## config.mk

```make
export PLATFORM = sky130hd
export DESIGN_NAME = shutter_interlock_fault_monitor
export DESIGN_NICKNAME = d
export VERILOG_FILES = /design/src/rtl/sync_2ff.v /design/src/rtl/fault_timer.v /design/src/rtl/shutter_interlock_fault_monitor.v
export VERILOG_INCLUDE_DIRS = /design/src /design/src/rtl
export SDC_FILE = /design/constraint.sdc
export NUM_CORES = 1
export LEC_CHECK = 0
export BUFFER_PORTS_ARGS = -buffer_cell sky130_fd_sc_hd__buf_2
export CORE_AREA = 2 2 99 101
export DETAILED_ROUTE_END_ITERATION = 8
export DIE_AREA = 0 0 101 103
export PLACE_DENSITY_LB_ADDON = 0.05
export SYNTH_ARGS = -nofsm -noshare
export SYNTH_HDL_FRONTEND = slang
export SYNTH_SLANG_ARGS = --single-unit
```

## constraint.sdc

```tcl
create_clock -name clk -period 2.8 [get_ports clk]
set_input_delay 0.56 -clock clk [delete_from_list [all_inputs] [get_ports clk]]
set_output_delay 0.56 -clock clk [all_outputs]
set_load 0.01 [all_outputs]
```

## src/rtl/shutter_consts.vh

```
/*
 * Constants for the shutter, interlock and fault supervisor.
 * Assumes inclusion by bare name from the design files under rtl/.
 */
// =====================================================================
// What this block does
// Shutter command high opens the shutter, low closes it.
// Open status only while shutter fitted and sensed fully open.
// Any system fault disables shutter and forces open status low.
// Shutter fault output asserts on detection and stays latched.
// Travel between positions longer than the limit is a fault.
// Close commanded but closed sense absent is a fault.
// Open, moving and in-between sensed states all feed fault checks.
// Latched shutter fault shuts down the whole laser system.
// Any temperature monitor out of range raises over-temperature fault.
// Over-temperature fault is latched and shuts down laser operation.
// Laser runs only while the system interlock loop is closed.
// Open system interlock overrides all other permissions.
// Shutter interlock gates shutter only, never system operation.
// Units without shutter leave the shutter interlock unconnected.
// Internal run permit flag follows the system interlock loop.
// Closed status only while fitted and sensed closed, not in faults.
// Modulation stays disabled until the system interlock is closed.
// Faults stay latched until reset; travel limit fixed at build.
// Interlock and position inputs pass two flip-flops before use.
`ifndef SHUTTER_CONSTS_VH
`define SHUTTER_CONSTS_VH

// =====================================================================
// Timing
`define CLK_FREQ_HZ        40000000
`define TRAVEL_LIMIT_MS    500
`define TRAVEL_LIMIT_CYC   ((`CLK_FREQ_HZ / 1000) * `TRAVEL_LIMIT_MS)
`define CLOSE_SETTLE_MS    500
`define CLOSE_SETTLE_CYC   ((`CLK_FREQ_HZ / 1000) * `CLOSE_SETTLE_MS)

// =====================================================================
// Reset values
`define FAULT_RST          1'h0
`define SYNC_RST           1'h0

`endif

```

## src/rtl/sync_2ff.v

```verilog
/*
 * Two flip-flop level synchroniser, one bit per lane.
 * Assumes inputs are asynchronous levels; reset is synchronous.
 */
`default_nettype none
`include "shutter_consts.vh"

module sync_2ff #(
    parameter WIDTH = 1
) (
    input  wire             clk,
    input  wire             rst_b,
    input  wire [WIDTH-1:0] async_in,
    output wire [WIDTH-1:0] sync_out
);

    reg [WIDTH-1:0] stage1;
    reg [WIDTH-1:0] stage2;

    // =================================================================
    // Synchroniser chain
    // First stage is read only by the second stage
    always @(posedge clk) begin
        if (!rst_b) begin
            stage1 <= {WIDTH{`SYNC_RST}};
            stage2 <= {WIDTH{`SYNC_RST}};
        end else begin
            stage1 <= async_in;
            stage2 <= stage1;
        end
    end

    assign sync_out = stage2;

endmodule
`default_nettype wire

```

## src/rtl/fault_timer.v

```verilog
/*
 * Saturating watchdog: expires when arm is held LIMIT cycles.
 * Assumes arm from logic on the same clock.
 */
`default_nettype none
`include "shutter_consts.vh"

module fault_timer #(
    parameter WIDTH = 25,
    parameter LIMIT = 20000000
) (
    input  wire clk,
    input  wire rst_b,
    input  wire arm,
    output reg  expired
);

    reg [WIDTH-1:0] count;

    // =================================================================
    // Counter clears when arm drops
    always @(posedge clk) begin
        if (!rst_b || !arm) begin
            count   <= {WIDTH{1'b0}};
            expired <= 1'b0;
        end else if (count >= LIMIT[WIDTH-1:0] - 1'b1) begin
            expired <= 1'b1;
        end else begin
            count <= count + 1'b1;
        end
    end

endmodule
`default_nettype wire

```

## src/rtl/shutter_interlock_fault_monitor.v

```verilog
/*
 * Shutter control, interlock gating and latched fault supervisor.
 * Holds the input synchronisers, the shutter state machine, the
 * travel and close watchdogs, the latched shutter and temperature
 * faults, and the registered permission and status outputs.
 * Fault causes are latched until reset; no other clear exists.
 * Assumes a single clock clk, synchronous active-low reset rst_b, and
 * sensor and interlock pins asynchronous to clk. Interlock inputs are
 * high when the loop is closed to its return. Position sensors are
 * high at their end stop and low when no shutter is fitted.
 */
`default_nettype none
`include "shutter_consts.vh"

module shutter_interlock_fault_monitor #(
    parameter TEMP_CH       = 4,
    parameter TRAVEL_CYCLES = `TRAVEL_LIMIT_CYC,
    parameter SETTLE_CYCLES = `CLOSE_SETTLE_CYC,
    parameter TIMER_W       = 25
) (
    input  wire               clk,
    input  wire               rst_b,
    input  wire               shutter_cmd,
    input  wire               sys_ilk_closed,
    input  wire               shut_ilk_closed,
    input  wire               shutter_fitted,
    input  wire               sense_open,
    input  wire               sense_closed,
    input  wire [TEMP_CH-1:0] temp_out_of_range,
    output reg                shutter_drive_open,
    output reg                shutter_enable,
    output reg                shutter_open_status,
    output reg                shutter_closed_status,
    output reg                shutter_fault,
    output reg                over_temp_fault,
    output reg                run_permit,
    output reg                modulation_enable
);

    // =================================================================
    // Input synchronisation
    localparam NSYNC = 6 + TEMP_CH;

    // Packed pins and their synchronised copies
    wire [NSYNC-1:0]   pin_bus;
    wire [NSYNC-1:0]   sync_bus;

    // Synchronised pins, one name each
    wire               cmd_s;
    wire               sys_ilk_s;
    wire               shut_ilk_s;
    wire               fitted_s;
    wire               open_s;
    wire               closed_s;
    wire [TEMP_CH-1:0] temp_s;

    // Command and loops low, sensors next, temperatures on top
    assign pin_bus = {temp_out_of_range, sense_closed, sense_open,
                      shutter_fitted, shut_ilk_closed, sys_ilk_closed,
                      shutter_cmd};

    // All pins cross into clk through two stages
    sync_2ff #(
        .WIDTH    (NSYNC)
    ) u_sync (
        .clk      (clk),
        .rst_b    (rst_b),
        .async_in (pin_bus),
        .sync_out (sync_bus)
    );

    // Unpack the synchronised copies
    assign cmd_s      = sync_bus[0];
    assign sys_ilk_s  = sync_bus[1];
    assign shut_ilk_s = sync_bus[2];
    assign fitted_s   = sync_bus[3];
    assign open_s     = sync_bus[4];
    assign closed_s   = sync_bus[5];
    assign temp_s     = sync_bus[NSYNC-1:6];

    // =================================================================
    // Sensed shutter position classes
    // Decoded shutter positions
    wire pos_open;
    wire pos_closed;
    wire pos_between;
    wire pos_invalid;

    // In-between covers moving or stuck; both sensed is invalid
    assign pos_open    = open_s & ~closed_s;
    assign pos_closed  = closed_s & ~open_s;
    assign pos_between = ~open_s & ~closed_s;
    assign pos_invalid = open_s & closed_s;

    // =================================================================
    // Shutter state machine
    // One-hot shutter states
    localparam ST_IDLE    = 5'h01; // Disabled, drive released
    localparam ST_CLOSED  = 5'h02; // Parked at the closed stop
    localparam ST_OPENING = 5'h04; // Moving towards open
    localparam ST_OPEN    = 5'h08; // Parked at the open stop
    localparam ST_CLOSING = 5'h10; // Moving towards closed

    // State, gating and fault summary
    reg  [4:0] state;
    reg  [4:0] next_state;
    wire       shut_ready;
    wire       active;
    wire       system_fault;

    // Any latched fault is a system fault
    assign system_fault = shutter_fault | over_temp_fault;

    // Shutter works only when fitted, its loop closed and no fault
    assign shut_ready = fitted_s & shut_ilk_s;
    assign active     = shut_ready & ~system_fault;

    // Next state from command and sensed position
    always @* begin
        // Hold unless a transition below applies
        next_state = state;
        case (state)
            // Wait until the shutter becomes usable
            ST_IDLE: begin
                if (active) begin
                    next_state = cmd_s ? ST_OPENING : ST_CLOSING;
                end
            end

            // Parked closed until an open command
            ST_CLOSED: begin
                if (!active) begin
                    next_state = ST_IDLE;
                end else if (cmd_s) begin
                    next_state = ST_OPENING;
                end
            end

            // Moving open; reverse at once on a close command
            ST_OPENING: begin
                if (!active) begin
                    next_state = ST_IDLE;
                end else if (!cmd_s) begin
                    next_state = ST_CLOSING;
                end else if (pos_open) begin
                    next_state = ST_OPEN;
                end
            end

            // Parked open until a close command
            ST_OPEN: begin
                if (!active) begin
                    next_state = ST_IDLE;
                end else if (!cmd_s) begin
                    next_state = ST_CLOSING;
                end
            end

            // Moving closed; reverse at once on an open command
            ST_CLOSING: begin
                if (!active) begin
                    next_state = ST_IDLE;
                end else if (cmd_s) begin
                    next_state = ST_OPENING;
                end else if (pos_closed) begin
                    next_state = ST_CLOSED;
                end
            end

            // Unused codes fall back to idle
            default: begin
                next_state = ST_IDLE;
            end
        endcase
    end

    // State register
    always @(posedge clk) begin
        if (!rst_b) begin
            state <= ST_IDLE;
        end else begin
            state <= next_state;
        end
    end

    // =================================================================
    // Fault timers
    // Watchdog arms and their expiry flags
    wire travelling;
    wire close_mismatch;
    wire travel_expired;
    wire close_expired;

    // Travel time runs while moving in either direction
    assign travelling = (state == ST_OPENING) |
                        (state == ST_CLOSING);

    // Close requested but the closed sense is missing
    assign close_mismatch = active & ~cmd_s & ~pos_closed;

    // Travel watchdog, limit fixed when the block is built
    fault_timer #(
        .WIDTH   (TIMER_W),
        .LIMIT   (TRAVEL_CYCLES)
    ) u_travel (
        .clk     (clk),
        .rst_b   (rst_b),
        .arm     (travelling),
        .expired (travel_expired)
    );

    // Close watchdog, allows the vane time to reach its stop
    fault_timer #(
        .WIDTH   (TIMER_W),
        .LIMIT   (SETTLE_CYCLES)
    ) u_close (
        .clk     (clk),
        .rst_b   (rst_b),
        .arm     (close_mismatch),
        .expired (close_expired)
    );

    // Shutter that leaves the open stop without a command
    wire left_open;
    wire drift_fault;

    assign left_open = (state == ST_OPEN) & ~pos_open;

    // Leaving open unbidden, or both stops sensed, is a fault
    assign drift_fault = active & (left_open | pos_invalid);

    // Causes that latch the shutter and temperature faults
    wire shut_fault_event;
    wire temp_hot;

    assign shut_fault_event = travel_expired | close_expired |
                              drift_fault;
    assign temp_hot = |temp_s;

    // =================================================================
    // Latched faults, cleared only by reset
    // Shutter fault holds once any cause is seen
    always @(posedge clk) begin
        if (!rst_b) begin
            shutter_fault <= `FAULT_RST;
        end else if (shut_fault_event) begin
            shutter_fault <= 1'h1;
        end
    end

    // Temperature fault holds once any channel is out of range
    always @(posedge clk) begin
        if (!rst_b) begin
            over_temp_fault <= `FAULT_RST;
        end else if (temp_hot) begin
            over_temp_fault <= 1'h1;
        end
    end

    // =================================================================
    // Permissions and outputs
    wire next_run_permit;

    // System loop overrides all; faults also stop the laser
    assign next_run_permit = sys_ilk_s & ~system_fault;

    // Laser permissions follow the system loop and drop on any latched fault
    always @(posedge clk) begin
        if (!rst_b) begin
            run_permit        <= 1'h0;
            modulation_enable <= 1'h0;
        end else begin
            run_permit        <= next_run_permit;
            modulation_enable <= next_run_permit;
        end
    end

    // Shutter power and drive, released when not usable
    always @(posedge clk) begin
        if (!rst_b) begin
            shutter_enable     <= 1'h0;
            shutter_drive_open <= 1'h0;
        end else begin
            shutter_enable     <= active;
            shutter_drive_open <= active & cmd_s;
        end
    end

    // Position status, withheld while the shutter is disabled
    always @(posedge clk) begin
        if (!rst_b) begin
            shutter_open_status   <= 1'h0;
            shutter_closed_status <= 1'h0;
        end else begin
            shutter_open_status   <= active & pos_open;
            shutter_closed_status <= active & pos_closed;
        end
    end

endmodule
`default_nettype wire

```

==> summary.md <==
| Metric | Value |
|---|---|
| Die Width | `101 um` |
| Gr ovfl total | `0` |
| Reg area | `0.00168 sq mm` |
| Final ANT Viol Nets | `0` |
| Ant diodes | `0` |
| Largest area contributor in the netlist | `dfxtp_1` |
| Clock share of power | `38.8%` |
| Ys Warns | `0` |
| Initial antenna violation count | `0` |
| CTS Buf Count | `9` |
| Via count | `2919` |
| CTS tree | `yes` |
| Num Clock Sinks | `84` |
| DRT Wirelength | `7.31 mm` |
| Startpoint class of the critical path | `flop` |
| # rows | `36` |
| IO buf count | `19` |
| Post_cts resized | `0` |
| Max-slew violations | `0` |
| Vias per inst | `5.20` |
| Hpwl dp | `4.84 mm` |
| Routed WL per cell | `13.0 um` |
| Synth Register Bits | `84` |
| Initial cell density of the core | `40.1%` |
| Core box area | `0.00946 sq mm` |
| Die Height | `103 um` |
| Pre-antenna DRT Iters | `4` |
| Mapped Avg Cell Area | `8.88 sq um` |
| Hold_sp | `sys_ilk_closed` |
| Power Density | `505 mW/mm^2` |
| Critical R2R Capture | `u_travel.count[7]` |
| Dpl cells | `545` |
| Clk buf depth | `2` |
| Sw frac | `24.0%` |
| Final period utilization | `84.5%` |
| Clock-pin slew on the worst setup and hold paths | `100 ps` |
| Hold Crit Class | `input pin to flop` |
| Vias in the first global route | `2680` |
| Status | `finished, final reports clean` |
| Fin crit period | `2370 ps` |
| Cell Count, Final, Fillers Out | `561` |
| Final setup violation count | `0` |
| Most common flop cell mapped by yosys | `dfxtp_1` |
| Switching power total | `0.504 mW` |
| Crit. End Element | `flop` |
| Unrepaired setup endpoints after global routing | `no` |
| Logic gate share of total power | `2.9%` |
| Top cell type's share of synthesized area | `44.3%` |
| Root Buffer | `clkbuf_8` |
| Slew @ Worst Pin | `818 ps` |
| Critical path type | `flop to flop` |
| Total negative slack | `0 ps` |
| Hold depth | `2` |
| Iteration-0 DRC count of the detailed router | `59` |
| Io pins | `20` |
| Worst EP arrival | `2600 ps` |
| Leakage Power | `1.40 nW` |
| Synth Cell Area | `0.00379 sq mm` |
| Residual DRC count | `0` |
| Largest net degree at the start of global routing | `31` |
| Internal | `1.60 mW` |
| Die ar. | `0.0104 sq mm` |
| Synthesis-to-layout area growth | `9.80%` |
| Final #Nets | `456` |
| Worst-skew pair later-pin latency | `350 ps` |
| H-Tree Depth | `3` |
| First-pass GRT wire length | `12.9 mm` |
| Slew headroom | `45.5%` |
| Mapped Cells | `427` |
| R2R Setup Slk | `430 ps` |
| R2r startpoint | `u_travel.count[17]` |
| Fillers | `972` |
| Max VDD drop | `232 uV` |
| Multi-input gate area | `0.00200 sq mm` |
| Hold Buf Count CTS | `0` |
| Ys async rst share | `0%` |
| Post-CTS setup buffer count | `0` |
| Crit Path Max Fanout | `22` |
| Total of max-cap violations | `0` |
| Area contributors post-synth | `dfxtp_1 44%, xnor2_1 6.9%, nor2_1 6.2%, and2_1 3.6%, xor2_1 3.2%` |
| Worst Reg2Reg Path Length in Cells | `6` |
| Net Count, Synth | `441` |
| Post-synth EDFFs | `0` |
| Gpl congestion | `0.782` |
| Total Routing Usage GR | `15.3%` |
| Seq pwr share | `58.3%` |
| Hold Path Sink | `u_sync.stage1[1]` |
| F_max | `0.422 GHz` |
| Share of layout cells above drive strength 1 | `11.6%` |
| Synth cell types | `54` |
| Register area share after synthesis | `44.3%` |
| Required @ worst endpoint | `3040 ps` |
| Hold Fails Final Rpt | `0` |
| Clk_skew | `16.7 ps` |
## layer usage
metal | vias to the layer above | wire, um | share of wire, % | track usage, %
li1 | 1539 | - | - | -
met1 | 1353 | 3780 | 52 | 20.6
met2 | 17 | 3270 | 45 | 24.2
met3 | 10 | 144 | 2.0 | 3.53
met4 | 0 | 106 | 1.5 | 5.72
met5 | - | 0 | 0 | 0
## placed cells by master (no fill, tap or decap), types with 3 or more instances in the layout
cell type  instances
buf_2             19
inv_1              6
a21o_1             3
xor2_1            14
nand3b_1           4
nor4_1             7
a21oi_1            8
buf_4              5
and3_1            10
nor3_1            20
nor4b_1            3
o21ai_0            3
clkbuf_8          10
nor2_1            63
dfxtp_1           84
nor4_2             5
nand4_1           17
a31oi_1            5
nand2b_1           5
and2_1            22
nand2_1           25
xnor2_1           30
or3_1              5
and4_1             5
or2_1              3
o21ai_1            3
nand3_1           19
## synthesized netlist by cell type (all sizes together), types with 3 or more instances
| cell | instances |
|---|---|
| a21o | 3 |
| a21oi | 8 |
| a31oi | 5 |
| and2 | 22 |
| and3 | 10 |
| and4 | 5 |
| buf | 3 |
| clkbuf | 17 |
| dfxtp | 84 |
| inv | 6 |
| nand2 | 25 |
| nand2b | 5 |
| nand3 | 19 |
| nand3b | 4 |
| nand4 | 17 |
| nor2 | 63 |
| nor3 | 21 |
| nor3b | 3 |
| nor4 | 12 |
| nor4b | 3 |
| o21ai | 6 |
| or2 | 3 |
| or3 | 5 |
| xnor2 | 30 |
| xor2 | 14 |
## worst max-delay path by stage
stage,from,cells past startpoint,slack (ps),end
floorplan,u_travel.count[17],6,740,u_travel.count[22]
global placement,u_travel.count[17],6,470,u_travel.count[7]
detailed placement,u_travel.count[17],6,430,u_travel.count[7]
CTS,u_travel.count[17],6,400,u_travel.count[7]
global route,u_travel.count[17],6,260,u_travel.count[19]
finish,u_travel.count[17],6,430,u_travel.count[7]
## cell families after synthesis
| group | count (synthesis) | share of synthesized area [%] |
|---|---|---|
| muxes | 3 | 0.825 |
| adders and majority gates | 2 | 0.660 |
| AOI/OAI and AO/OA | 43 | 8.90 |
| and+or+nand+nor | 225 | 32.2 |
| buffers and inverters | 26 | 2.90 |
| DFF | 84 | 44.3 |
| xor gates and xnor gates | 44 | 10.2 |
## flip-flops by register name, indices dropped and copies added, names as in the netlist, 5 cells and up
name             count
u_travel.count      25
u_sync.stage1       10
u_sync.sync_out     10
state                5
u_close.count       25
## per-stage QoR
step                      instance area [sq um]  util [%]  setup WS, ps  total power, mW  hold slack [ps]
after floorplan                            3790         -           741             1.30              412
after global placement                     3980      42.1           473             1.32              416
after detailed placement                   3980      42.1           430             1.32              419
after CTS                                  4170      44.0           404             2.14              395
after global routing                       4170      44.0           257             2.21              390
final                                      4170      44.0           433             2.10              412
## critical path, cell delays in order (launching register included)
cell	delay, ps
dfxtp_1	360
or3_1	400
a311o_1	410
a21o_1	480
nor4_2	400
xnor2_1	150
nor2_1	50
## power by group through the flow
stage | Clock [mW] | Combinational (mW) | Sequential [mW]
floorplan | 0 | 0.0534 | 1.25
finish | 0.815 | 0.0617 | 1.23
CTS | 0.851 | 0.0623 | 1.23
detailed placement | 0 | 0.0622 | 1.25
global route | 0.907 | 0.0692 | 1.23
global placement | 0 | 0.0620 | 1.25
## area by class of cell
cell class	count	share of cell area (%)
sequential	84	40.4
clock buffer	10	3.30
tap	114	3.42
multi-input combinational	317	48.1
inverter	6	0.541
timing repair buffer	24	3.18
clock inverter	6	1.11
Note: power is estimated with default switching activity, not from simulation.
